File: config.mk
export PLATFORM = sky130hd
export DESIGN_NAME = spio_top
export DESIGN_NICKNAME = d
export VERILOG_FILES = /design/src/design/spio_pkg.sv /design/src/design/spio_port.sv /design/src/design/spio_top.sv
export SDC_FILE = /design/constraint.sdc
export NUM_CORES = 1
export LEC_CHECK = 0
export ABC_AREA = 1
export BUFFER_PORTS_ARGS = -buffer_cell sky130_fd_sc_hd__buf_2
export CAP_MARGIN = 0
export CORE_MARGIN = 5
export CORE_UTILIZATION = 50
export DETAILED_ROUTE_END_ITERATION = 8
export HOLD_SLACK_MARGIN = 0.06
export PLACE_DENSITY = 0.9
export REMOVE_ABC_BUFFERS = 1
export SYNTH_ARGS = -nofsm -noshare
export SYNTH_HDL_FRONTEND = slang
export SYNTH_SLANG_ARGS = --single-unit
File: constraint.sdc
create_clock -name clk -period 1.8 [get_ports clk]
set_input_delay 0.36 -clock clk [delete_from_list [all_inputs] [get_ports clk]]
set_output_delay 0.36 -clock clk [all_outputs]
set_load 0.005 [all_outputs]
File: src/design/spio_pkg.sv
/*
  Constants shared by the shared-pin parallel I/O ports: port indices, register
  selects, implemented-bit masks and the pin positions taken by each peripheral.
  Assumes every port is carried in an 8-bit lane and that narrower ports use the low bits.
*/
package spio_pkg;

  // ----------------------------------------------------------------
  // geometry
  // ----------------------------------------------------------------
  localparam int         NUM_PORTS = 6;
  localparam int         PORT_W    = 8;

  localparam logic [2:0] PORT_A = 3'h0;
  localparam logic [2:0] PORT_B = 3'h1;
  localparam logic [2:0] PORT_C = 3'h2;
  localparam logic [2:0] PORT_D = 3'h3;
  localparam logic [2:0] PORT_E = 3'h4;
  localparam logic [2:0] PORT_G = 3'h5;

  localparam logic [7:0] MASK_A = 8'hff;
  localparam logic [7:0] MASK_B = 8'hff;
  localparam logic [7:0] MASK_C = 8'hff;
  localparam logic [7:0] MASK_D = 8'h1f;
  localparam logic [7:0] MASK_E = 8'h3f;
  localparam logic [7:0] MASK_G = 8'h0f;

  // bits that always read the pad level, even as outputs
  localparam logic [7:0] READ_PIN_G = 8'h01;
  localparam logic [7:0] READ_PIN_NONE = 8'h00;

  // ----------------------------------------------------------------
  // register selects and reset value
  // ----------------------------------------------------------------
  localparam logic [1:0] REG_DATA   = 2'h0;
  localparam logic [1:0] REG_DIR    = 2'h1;
  localparam logic [1:0] REG_PULLUP = 2'h2;
  localparam logic [1:0] REG_SLEW   = 2'h3;
  localparam logic [7:0] REG_RESET  = 8'h00;

  // ----------------------------------------------------------------
  // pin positions
  // ----------------------------------------------------------------
  localparam int SER_TX_BIT    = 0;
  localparam int SER_RX_BIT    = 1;
  localparam int I2C_SDA_BIT   = 2;
  localparam int I2C_SCL_BIT   = 3;
  localparam int TMR2_LO_BIT   = 3;
  localparam int TMR2_CLK_BIT  = 3;
  localparam int TMR1_LO_BIT   = 0;
  localparam int TMR1_CLK_BIT  = 0;
  localparam int SPI_LO_BIT    = 2;
  localparam int BKGD_BIT      = 0;
  localparam int OSC_LO_BIT    = 1;

  function automatic logic [7:0] port_mask(input int p);
    case (p)
      0:       port_mask = MASK_A;
      1:       port_mask = MASK_B;
      2:       port_mask = MASK_C;
      3:       port_mask = MASK_D;
      4:       port_mask = MASK_E;
      5:       port_mask = MASK_G;
      default: port_mask = 8'h00;
    endcase
  endfunction

endpackage

File: src/design/spio_port.sv
/*
  One parallel port: data latch, direction, pullup-enable and slew-enable storage,
  read selection, and the pad control once a peripheral may have taken the pin.
  Assumes the parent gives one-cycle write strobes and decodes peripheral ownership.
*/
`timescale 1ns/1ns

module spio_port #(
  parameter logic [7:0] IMPL_MASK     = 8'hff,
  parameter logic [7:0] READ_PIN_MASK = 8'h00
) (
  // clock and reset
  input  wire logic       clk,
  input  wire logic       reset_n,
  // register access
  input  wire logic       wr_en,
  input  wire logic [1:0] wr_sel,
  input  wire logic [7:0] wr_data,
  input  wire logic [1:0] rd_sel,
  output logic      [7:0] rd_data,
  // peripheral side
  input  wire logic [7:0] periph_own,
  input  wire logic [7:0] periph_oe,
  input  wire logic [7:0] periph_out,
  input  wire logic [7:0] pullup_force,
  // pad side
  input  wire logic [7:0] pin_in,
  output logic      [7:0] pin_out,
  output logic      [7:0] pin_oe,
  output logic      [7:0] pin_pullup_en,
  output logic      [7:0] pin_slew_en
);

  initial begin
    if (IMPL_MASK == 8'h00) begin
      $error("port needs at least one implemented bit");
    end
  end

  // ----------------------------------------------------------------
  // register storage
  // ----------------------------------------------------------------
  logic [7:0] data_q, data_d;
  logic [7:0] dir_q,  dir_d;
  logic [7:0] pe_q,   pe_d;
  logic [7:0] se_q,   se_d;

  always_comb begin
    data_d = data_q;
    dir_d  = dir_q;
    pe_d   = pe_q;
    se_d   = se_q;
    if (wr_en) begin
      // unimplemented bits never store anything
      case (wr_sel)
        spio_pkg::REG_DATA:   data_d = wr_data & IMPL_MASK;
        spio_pkg::REG_DIR:    dir_d  = wr_data & IMPL_MASK;
        spio_pkg::REG_PULLUP: pe_d   = wr_data & IMPL_MASK;
        spio_pkg::REG_SLEW:   se_d   = wr_data & IMPL_MASK;
        default:              data_d = data_q;
      endcase
    end
  end

  always_ff @(posedge clk or negedge reset_n) begin
    if (!reset_n) begin
      data_q <= spio_pkg::REG_RESET;
      dir_q  <= spio_pkg::REG_RESET;
      pe_q   <= spio_pkg::REG_RESET;
      se_q   <= spio_pkg::REG_RESET;
    end else begin
      data_q <= data_d;
      dir_q  <= dir_d;
      pe_q   <= pe_d;
      se_q   <= se_d;
    end
  end

  // ----------------------------------------------------------------
  // read and pad control
  // ----------------------------------------------------------------
  logic [7:0] rd_sel_pin;

  always_comb begin
    // direction picks latch or pad even while a peripheral owns the pin
    rd_sel_pin = ~dir_q | READ_PIN_MASK;
    case (rd_sel)
      spio_pkg::REG_DATA:   rd_data = ((pin_in & rd_sel_pin) | (data_q & ~rd_sel_pin)) & IMPL_MASK;
      spio_pkg::REG_DIR:    rd_data = dir_q;
      spio_pkg::REG_PULLUP: rd_data = pe_q;
      spio_pkg::REG_SLEW:   rd_data = se_q;
      default:              rd_data = 8'h00;
    endcase
  end

  always_comb begin
    pin_oe        = ((periph_own & periph_oe) | (~periph_own & dir_q)) & IMPL_MASK;
    pin_out       = ((periph_own & periph_out) | (~periph_own & data_q)) & IMPL_MASK;
    pin_pullup_en = ((pe_q & ~pin_oe) | pullup_force) & IMPL_MASK;
    pin_slew_en   = se_q & pin_oe;
  end
endmodule

File: src/design/spio_top.sv
/*
  Six shared-pin parallel I/O ports and their peripheral pin ownership.
  Assumes register access by one-cycle write strobes; reads answer one cycle after
  the read select, from a flop.
*/
// Notes on behaviour
// - enabled analog pins are always inputs
// - per-pin analog enables pick converter inputs
// - serial two or I2C own their pins
// - serial two: bit0 transmit, bit1 receive
// - I2C: bit2 data, bit3 clock
// - enabled timer channels own their pins
// - timer two bits 4-3, timer one 2-0
// - serial one or SPI own their pins
// - serial one: bit0 transmit, bit1 receive
// - SPI: select, master-in, master-out, clock on 2-5
// - background or oscillator own debug-port pins
// - background function forces bit0 pullup on
// - bit0: mode input in reset, then background
// - oscillator uses debug-port bits 2 and 1
// - unowned pins are general-purpose with four registers
// - data read: pad if input, latch if output
// - data writes always update the latch
// - latch drives only unowned output pins
// - direction still picks read source when owned
// - debug-port bit0 reads the pad level
// - reset clears direction and pullup enables
// - pullup only acts on input pins, except the forced debug-port bit0
// - slew only acts on output pins
`timescale 1ns/1ns

module spio_top (
  // clock and reset
  input  wire logic            clk,
  input  wire logic            reset_n,
  // register access
  input  wire logic            reg_wr_en,
  input  wire logic [2:0]      reg_wr_port,
  input  wire logic [1:0]      reg_wr_sel,
  input  wire logic [7:0]      reg_wr_data,
  input  wire logic [2:0]      reg_rd_port,
  input  wire logic [1:0]      reg_rd_sel,
  output logic      [7:0]      reg_rd_data,
  // pads, index 0..5 = ports a, b, c, d, e, g
  input  wire logic [5:0][7:0] pin_in,
  output logic      [5:0][7:0] pin_out,
  output logic      [5:0][7:0] pin_oe,
  output logic      [5:0][7:0] pin_pullup_en,
  output logic      [5:0][7:0] pin_slew_en,
  // analog converter
  input  wire logic            analog_converter_en,
  input  wire logic [7:0]      analog_pin_en,
  // serial channel two and I2C
  input  wire logic            serial_channel_two_en,
  input  wire logic            serial_two_transmit,
  output logic                 serial_two_receive,
  input  wire logic            i2c_en,
  input  wire logic            i2c_sda_out,
  input  wire logic            i2c_sda_oe,
  input  wire logic            i2c_scl_out,
  input  wire logic            i2c_scl_oe,
  output logic                 i2c_sda_in,
  output logic                 i2c_scl_in,
  // timer units, one enable per channel
  input  wire logic [1:0]      timer_unit_two_en,
  input  wire logic [1:0]      timer_two_ch_out,
  input  wire logic [1:0]      timer_two_ch_oe,
  output logic      [1:0]      timer_two_ch_in,
  output logic                 timer_two_ext_clk,
  input  wire logic [2:0]      timer_unit_one_en,
  input  wire logic [2:0]      timer_one_ch_out,
  input  wire logic [2:0]      timer_one_ch_oe,
  output logic      [2:0]      timer_one_ch_in,
  output logic                 timer_one_ext_clk,
  // serial channel one and SPI; spi index 0..3 = select, master-in, master-out, clock
  input  wire logic            serial_channel_one_en,
  input  wire logic            serial_one_transmit,
  output logic                 serial_one_receive,
  input  wire logic            spi_en,
  input  wire logic [3:0]      spi_pin_out,
  input  wire logic [3:0]      spi_pin_oe,
  output logic      [3:0]      spi_pin_in,
  // background pin and oscillator
  input  wire logic            background_pin_enable,
  input  wire logic            background_out,
  input  wire logic            background_oe,
  output logic                 background_in,
  output logic                 mode_select_level,
  input  wire logic            clock_generator_en,
  input  wire logic [1:0]      osc_pin_out,
  input  wire logic [1:0]      osc_pin_oe,
  output logic      [1:0]      osc_pin_in
);

  // ----------------------------------------------------------------
  // reset phase and mode-select capture
  // ----------------------------------------------------------------
  logic running_q, running_d;
  logic mode_q,    mode_d;
  logic [7:0] rd_q, rd_d;
  logic [5:0][7:0] port_rd;

  always_comb begin
    running_d = 1'b1;
    // the strap is sampled once, on the first edge after release
    mode_d    = running_q ? mode_q : pin_in[spio_pkg::PORT_G][spio_pkg::BKGD_BIT];
    rd_d      = (reg_rd_port < 3'(spio_pkg::NUM_PORTS)) ? port_rd[reg_rd_port] : 8'h00;
  end

  always_ff @(posedge clk or negedge reset_n) begin
    if (!reset_n) begin
      running_q <= 1'b0;
      mode_q    <= 1'b0;
      rd_q      <= 8'h00;
    end else begin
      running_q <= running_d;
      mode_q    <= mode_d;
      rd_q      <= rd_d;
    end
  end

  assign reg_rd_data       = rd_q;
  assign mode_select_level = mode_q;

  // ----------------------------------------------------------------
  // peripheral ownership
  // ----------------------------------------------------------------
  logic [5:0][7:0] own, poe, pout, pforce;
  logic            bkgd_own;

  always_comb begin
    own    = '0;
    poe    = '0;
    pout   = '0;
    pforce = '0;
    // analog pins are owned with the driver off, so they stay inputs
    if (analog_converter_en) begin
      own[spio_pkg::PORT_B] = analog_pin_en;
    end
    if (serial_channel_two_en) begin
      own[spio_pkg::PORT_C][spio_pkg::SER_TX_BIT]  = 1'b1;
      poe[spio_pkg::PORT_C][spio_pkg::SER_TX_BIT]  = 1'b1;
      pout[spio_pkg::PORT_C][spio_pkg::SER_TX_BIT] = serial_two_transmit;
      own[spio_pkg::PORT_C][spio_pkg::SER_RX_BIT]  = 1'b1;
    end
    if (i2c_en) begin
      own[spio_pkg::PORT_C][spio_pkg::I2C_SDA_BIT]  = 1'b1;
      poe[spio_pkg::PORT_C][spio_pkg::I2C_SDA_BIT]  = i2c_sda_oe;
      pout[spio_pkg::PORT_C][spio_pkg::I2C_SDA_BIT] = i2c_sda_out;
      own[spio_pkg::PORT_C][spio_pkg::I2C_SCL_BIT]  = 1'b1;
      poe[spio_pkg::PORT_C][spio_pkg::I2C_SCL_BIT]  = i2c_scl_oe;
      pout[spio_pkg::PORT_C][spio_pkg::I2C_SCL_BIT] = i2c_scl_out;
    end
    for (int i = 0; i < 2; i++) begin
      own[spio_pkg::PORT_D][spio_pkg::TMR2_LO_BIT + i]  = timer_unit_two_en[i];
      poe[spio_pkg::PORT_D][spio_pkg::TMR2_LO_BIT + i]  = timer_unit_two_en[i] & timer_two_ch_oe[i];
      pout[spio_pkg::PORT_D][spio_pkg::TMR2_LO_BIT + i] = timer_two_ch_out[i];
    end
    for (int i = 0; i < 3; i++) begin
      own[spio_pkg::PORT_D][spio_pkg::TMR1_LO_BIT + i]  = timer_unit_one_en[i];
      poe[spio_pkg::PORT_D][spio_pkg::TMR1_LO_BIT + i]  = timer_unit_one_en[i] & timer_one_ch_oe[i];
      pout[spio_pkg::PORT_D][spio_pkg::TMR1_LO_BIT + i] = timer_one_ch_out[i];
    end
    if (serial_channel_one_en) begin
      own[spio_pkg::PORT_E][spio_pkg::SER_TX_BIT]  = 1'b1;
      poe[spio_pkg::PORT_E][spio_pkg::SER_TX_BIT]  = 1'b1;
      pout[spio_pkg::PORT_E][spio_pkg::SER_TX_BIT] = serial_one_transmit;
      own[spio_pkg::PORT_E][spio_pkg::SER_RX_BIT]  = 1'b1;
    end
    if (spi_en) begin
      for (int i = 0; i < 4; i++) begin
        own[spio_pkg::PORT_E][spio_pkg::SPI_LO_BIT + i]  = 1'b1;
        poe[spio_pkg::PORT_E][spio_pkg::SPI_LO_BIT + i]  = spi_pin_oe[i];
        pout[spio_pkg::PORT_E][spio_pkg::SPI_LO_BIT + i] = spi_pin_out[i];
      end
    end
    // while running_q is low the pin is a pure mode-select input
    own[spio_pkg::PORT_G][spio_pkg::BKGD_BIT]    = bkgd_own;
    poe[spio_pkg::PORT_G][spio_pkg::BKGD_BIT]    = running_q & background_oe;
    pout[spio_pkg::PORT_G][spio_pkg::BKGD_BIT]   = background_out;
    pforce[spio_pkg::PORT_G][spio_pkg::BKGD_BIT] = bkgd_own;
    if (clock_generator_en) begin
      for (int i = 0; i < 2; i++) begin
        own[spio_pkg::PORT_G][spio_pkg::OSC_LO_BIT + i]  = 1'b1;
        poe[spio_pkg::PORT_G][spio_pkg::OSC_LO_BIT + i]  = osc_pin_oe[i];
        pout[spio_pkg::PORT_G][spio_pkg::OSC_LO_BIT + i] = osc_pin_out[i];
      end
    end
  end

  assign bkgd_own = ~running_q | background_pin_enable;

  // ----------------------------------------------------------------
  // ports
  // ----------------------------------------------------------------
  for (genvar p = 0; p < spio_pkg::NUM_PORTS; p++) begin : g_port
    spio_port #(
      .IMPL_MASK     (spio_pkg::port_mask(p)),
      .READ_PIN_MASK ((p == spio_pkg::PORT_G) ? spio_pkg::READ_PIN_G : spio_pkg::READ_PIN_NONE)
    ) u_port (
      .clk           (clk),
      .reset_n       (reset_n),
      .wr_en         (reg_wr_en && (reg_wr_port == 3'(p))),
      .wr_sel        (reg_wr_sel),
      .wr_data       (reg_wr_data),
      .rd_sel        (reg_rd_sel),
      .rd_data       (port_rd[p]),
      .periph_own    (own[p]),
      .periph_oe     (poe[p]),
      .periph_out    (pout[p]),
      .pullup_force  (pforce[p]),
      .pin_in        (pin_in[p]),
      .pin_out       (pin_out[p]),
      .pin_oe        (pin_oe[p]),
      .pin_pullup_en (pin_pullup_en[p]),
      .pin_slew_en   (pin_slew_en[p])
    );
  end

  // ----------------------------------------------------------------
  // pad levels back to the peripherals
  // ----------------------------------------------------------------
  assign serial_two_receive = pin_in[spio_pkg::PORT_C][spio_pkg::SER_RX_BIT];
  assign i2c_sda_in         = pin_in[spio_pkg::PORT_C][spio_pkg::I2C_SDA_BIT];
  assign i2c_scl_in         = pin_in[spio_pkg::PORT_C][spio_pkg::I2C_SCL_BIT];
  assign timer_two_ch_in    = pin_in[spio_pkg::PORT_D][spio_pkg::TMR2_LO_BIT +: 2];
  assign timer_two_ext_clk  = pin_in[spio_pkg::PORT_D][spio_pkg::TMR2_CLK_BIT];
  assign timer_one_ch_in    = pin_in[spio_pkg::PORT_D][spio_pkg::TMR1_LO_BIT +: 3];
  assign timer_one_ext_clk  = pin_in[spio_pkg::PORT_D][spio_pkg::TMR1_CLK_BIT];
  assign serial_one_receive = pin_in[spio_pkg::PORT_E][spio_pkg::SER_RX_BIT];
  assign spi_pin_in         = pin_in[spio_pkg::PORT_E][spio_pkg::SPI_LO_BIT +: 4];
  assign background_in      = pin_in[spio_pkg::PORT_G][spio_pkg::BKGD_BIT];
  assign osc_pin_in         = pin_in[spio_pkg::PORT_G][spio_pkg::OSC_LO_BIT +: 2];
endmodule

### Word level (Yosys, flattened, before mapping)

Index checks and enable logic that the tools add are counted.

* logic and storage cells: 185
* register bits after elaboration: 166

* equality and inequality tests: 11
* bitwise operators: 87
* reductions and logical operators: 33
* muxes and demuxes: 25
* magnitude comparators: 2

Operators by type and width (count)
* case mux 8 bit (4 select lines): 6
* bitwise AND 8 bit: 16
* inverter 8 bit: 9
* bitwise AND 6 bit: 8
* AND reduction 2 bit: 24
* bitwise AND 5 bit: 8
* bitwise OR 8 bit: 5
* bitwise AND 4 bit: 8
* binary-select mux 8 bit (select 3 bit): 1
* 2-to-1 mux 8 bit: 3
* inverter 6 bit: 4
* inverter 5 bit: 4
* bitwise OR 6 bit: 3
* 2-to-1 mux 2 bit: 8
* bitwise OR 5 bit: 3
* 2-to-1 mux 4 bit: 3
* inverter 4 bit: 3
* bitwise OR 4 bit: 3
* == test 2 bit, second input constant: 4
* inverter 4 -> 8 bit: 1
* bitwise AND 1 bit: 6
* bitwise AND 3 bit: 2
* == test 3 x 2 -> 1 bit, second input constant: 2
* == test 3 bit, second input constant: 2
* 12 further kinds: 22

### Longest topological paths before layout

* depth after elaboration: 8
* gate-level depth with buffers: 10
* mapped depth without buffers: 9

### Cells and area by module

From an unflattened synthesis, not the netlist that was laid out.

* cell total of the unflattened synthesis: 1567
* area, all modules: 11094.4 um^2

Modules (own cells, without submodules)
* spio_port (g_port[0].u_port ...): area an instance 1913.1 um^2, instances 3, cells an instance 257
* spio_port (g_port[4].u_port): area an instance 1590.3 um^2, instances 1, cells an instance 207
* spio_top: area an instance 1343.8 um^2, instances 1, cells an instance 260
* spio_port (g_port[3].u_port): area an instance 1303.8 um^2, instances 1, cells an instance 178
* spio_port (g_port[5].u_port): area an instance 1117.3 um^2, instances 1, cells an instance 151

### Worst setup path after synthesis

No wires, ideal clock.

* path type: in2reg
* from: in reg_rd_sel[1]
* to: reg rd_q[4], in the netlist reg_rd_data[4]
* stages on the path: 10
* data arrival time: 1.300 ns
* slack: 0.379 ns
* library setup time: 0.121 ns
* cells stage by stage: buf_2 > nor2_2 > buf_2 > nand3_1 > nand2_1 > inv_1 > nand2_1 > nand3_1 > nand3_1 > nand2_1

* cells in the longest elaborated chain, start to end: 5
* elaborated cells on any way between the ends: 12
* classes of those cells: eq/ne: 3; mux: 8; reduce/logical: 1

Ends and longest elaborated chain
* from (decl): line spio_top.sv:42 `input wire logic [1:0] reg_rd_sel,`
* == test 2 bit (tied with other cells): line spio_port.sv:87 `case (rd_sel)`
* case mux 8 bit (4 select lines): line spio_port.sv:87
* binary-select mux 8 bit (select 3 bit) (*): line spio_top.sv:107 `rd_d = (reg_rd_port < 3'(spio_pkg::NUM_PORTS)) ? port_rd[reg_rd_port] : 8'h00;`
* 2-to-1 mux 8 bit (implied by the code) (*): line spio_top.sv:107
* 2-to-1 mux 8 bit (*): line spio_top.sv:107
* via rd_d[4]: line spio_top.sv:100 `logic [7:0] rd_q, rd_d;`
* to (signal assigned): line spio_top.sv:118 `rd_q <= rd_d;`
* to (decl): line spio_top.sv:100

The timed path passes the listed nets; every way through them passes the cells marked *. The select of a mux whose other input is x is not followed.
A chain may end at the register's enable or synchronous reset.

==> impl_metrics.yaml <==
floorplanning:
  io_pins: 338
  num_rows: 50
  die_x_um: 147
  start_util_pct: 50.3
  core_area_mm2: 0.0186
  dieArea_mm2: 0.0215
  die_h_um: 147
worst_setup_path:
  start_kind: "register"
  timing.rr.start: "g_port[0].u_port.dir_q[1]"
  cp.required_ns: 1.44
  worstSetupEndpointType: "output port"
  path_class: "reg -> out"
  crit_fanout: 6
  max_stage_delay_ns: 0.44
  crit_arrival_ns: 1.39
  cp_slowest_cell: "dfrtp_1"
  ff2ff_setup_slack_ns: 0.45
  path_cells: "or2_2 > nor2_1 > buf_2"
  cp-startpoint: "g_port[4].u_port.dir_q[0]"
yosys:
  synthXorXnorAreaFrac_pct: 0
  synthesis.area_mm2: 0.00935
  synthCells: 1311
  ys_types: 30
  seq_area_frac_synth_pct: 44.5
  postSynthAreaPerCell_um2: 7.13
  yosys.area_share.adder_pct: 0
  synth-simple-area-share_pct: 22.8
  synth-compound-area-share_pct: 17.0
  ys_ff_latch: 166
  muxShareOfSynthArea_pct: 0.964
  synth_top_family_by_area: "simple AND/OR/NAND/NOR gates"
  synth_warnings: 0
timing:
  relSlewSlack_pct: 46.0
  fin_crit_sh_pct: 97.0
  finalCriticalPeriod_ns: 1.75
  finalClockSkew_ns: 0.00784
  drv_slew: 0
  rsz0062_at_grt: "false"
  max_clock_freq_ghz: 0.573
  final-hold-violation-count: 0
  max_slew.worst_pin.slew_ns: 0.807
  whs_ns: 0.214
  setup_violations: 0
grt:
  grtUsageTotal_pct: 29.1
  grt_pass1_wl_mm: 49.7
  grt_max_degree: 48
  antenna_found_initial: 7
  grt.overflow.total: 0
  grt_pass1_vias: 9577
cells_and_area:
  nFillCells: 1588
  final_area_mm2: 0.0117
  final_nets: 1715
  final_common_cell: "nand2_1"
  fin_util_pct: 63.0
  layout-drive-gt1-share_pct: 24.6
  area_growth_syn_to_layout_pct: 25.3
  layout_common_cells: "nand2_1 (391), buf_2 (291), o21ai_0 (206), inv_1 (178), dfrtp_1 (166)"
power:
  power_mw: 11.7
  power.density_mw_per_mm2: 1000
  peakVddDrop_uv: 688
  p_leak_nw: 6.47
hold_path:
  hold_start: "pin_in[40]"
  hp-class: "in -> reg"
clocking:
  cts_sinks: 166
  cts_buffers: 17
  tritoncts: "built"
  path_clk_slew_ns: 0.07
  clockBufferDepth: 2
  htree_levels: 4
  ctsRootBufferMaster: "clkbuf_16"
  clock_latency_ns: 0.44
run:
  maxCapViolations: 0
route:
  drtAntennaViolNets: 0
  vias: 9802
  drt_wl_total_mm: 32.0
  drc_errors: 0
  drtPass1Iterations: 6
  vias_per_cell: 5.31
  post_drt_wl_per_cell_um: 17.3
  drtIter0Drc: 930
placed_design:
  postPlaceCellArea_mm2: 0.0110
  io_buffers: 292
  gp_congestion: 0.904
  dp_hpwl_mm: 24.2
run_status:
  status: "complete, no violations"
[stage by stage]
step           setup slack (ns)  instances  TNS, ns
3_5_place_dp            -0.0595       1809   -0.170
5_1_grt                 0.00346       1846        0
4_1_cts                  0.0192       1842        0
3_3_place_gp            -0.0365       1809  -0.0490
6_report                 0.0545       1847        0
2_1_floorplan            0.0765       1232        0
[worst max-delay path, delay by kind of cell (launching register included)]
| kind | cells | cell delay (ns) |
|---|---|---|
| flops | 1 | 0.44 |
| simple gates | 2 | 0.40 |
| buf+inv | 1 | 0.12 |
[flip-flops by register name, indices dropped and copies added, names as in the netlist]
signal and flops:
running_q 1, g_port.u_port.dir_q 39, g_port.u_port.pe_q 39, mode_select_level 1
g_port.u_port.se_q 39, reg_rd_data 8, g_port.u_port.data_q 39
[final cells by class]
type                       instances  area, um^2  share of cell area (%)
clock buffer                      21         470                    4.02
multi-input combinational        884        3970                    33.9
clock inverter                    11         171                    1.46
antenna                            4        10.0                  0.0855
inverter                         182         683                    5.83
timing repair buffer             345        1960                    16.7
sequential                       166        4150                    35.5
tap                              234         293                    2.50
[report_power, final]
| group | internal (mW) | total, mW | switching [mW] |
|---|---|---|---|
| Combinational | 1.14 | 2.71 | 1.57 |
| Sequential | 4.40 | 5.03 | 0.629 |
| Clock | 2.44 | 3.97 | 1.54 |
| Total | 7.98 | 11.7 | 3.73 |
[path summary, 6_finish.rpt]
check	to	cells after the start
max	pin_pullup_en[32]	3
min	mode_select_level	2
max reg2reg	reg_rd_data[1]	5
min reg2reg	g_port[5].u_port.se_q[1]	2
max in group asynchronous	g_port[5].u_port.pe_q[1]	3
min in group asynchronous	g_port[3].u_port.data_q[0]	2
[metal layers]
layer	up-vias	global-route usage (%)	wire (um)
met5	-	0	36
met4	6	9.41	846
met3	74	7.16	3320
met2	565	48.4	15200
met1	4538	37.5	12600
li1	4619	-	-
[kinds of logic after synthesis]
| group | count (synthesis) |
|---|---|
| multiplexers | 8 |
| AO/OA/AOI/OAI | 299 |
| other | 2 |
| AND/OR/NAND/NOR | 540 |
| flip-flops | 166 |
| buffers and inverters | 296 |
[what timing repair did]
| action | CTS | global route |
|---|---|---|
| hold endpoints to repair | 42 | 0 |
| hold buffers | 1 | 0 |
| gates resized for setup | 1 | 15 |
| endpoints found under the setup margin | 1 | 15 |
| buffers inserted | 0 | 1 |
| gates cloned | 0 | 0 |
[synth_stat cells (all sizes together)]
master	instances	area (um^2)
a21boi	7	52.6
a21oi	32	160
a31oi	2	12.5
and2	6	37.5
and3	1	6.26
buf	73	533
clkbuf	41	154
conb	2	7.51
dfrtp	166	4150
inv	182	683
mux2	8	90.1
nand2	392	1470
nand3	55	275
nand4	1	6.26
nor2	81	309
nor3	3	20.0
o211ai	18	135
o21a	2	15.0
o21ai	228	1140
o221ai	4	35.0
o22ai	6	37.5
or2	1	6.26
No activity file was read; power rests on OpenSTA's default activity.
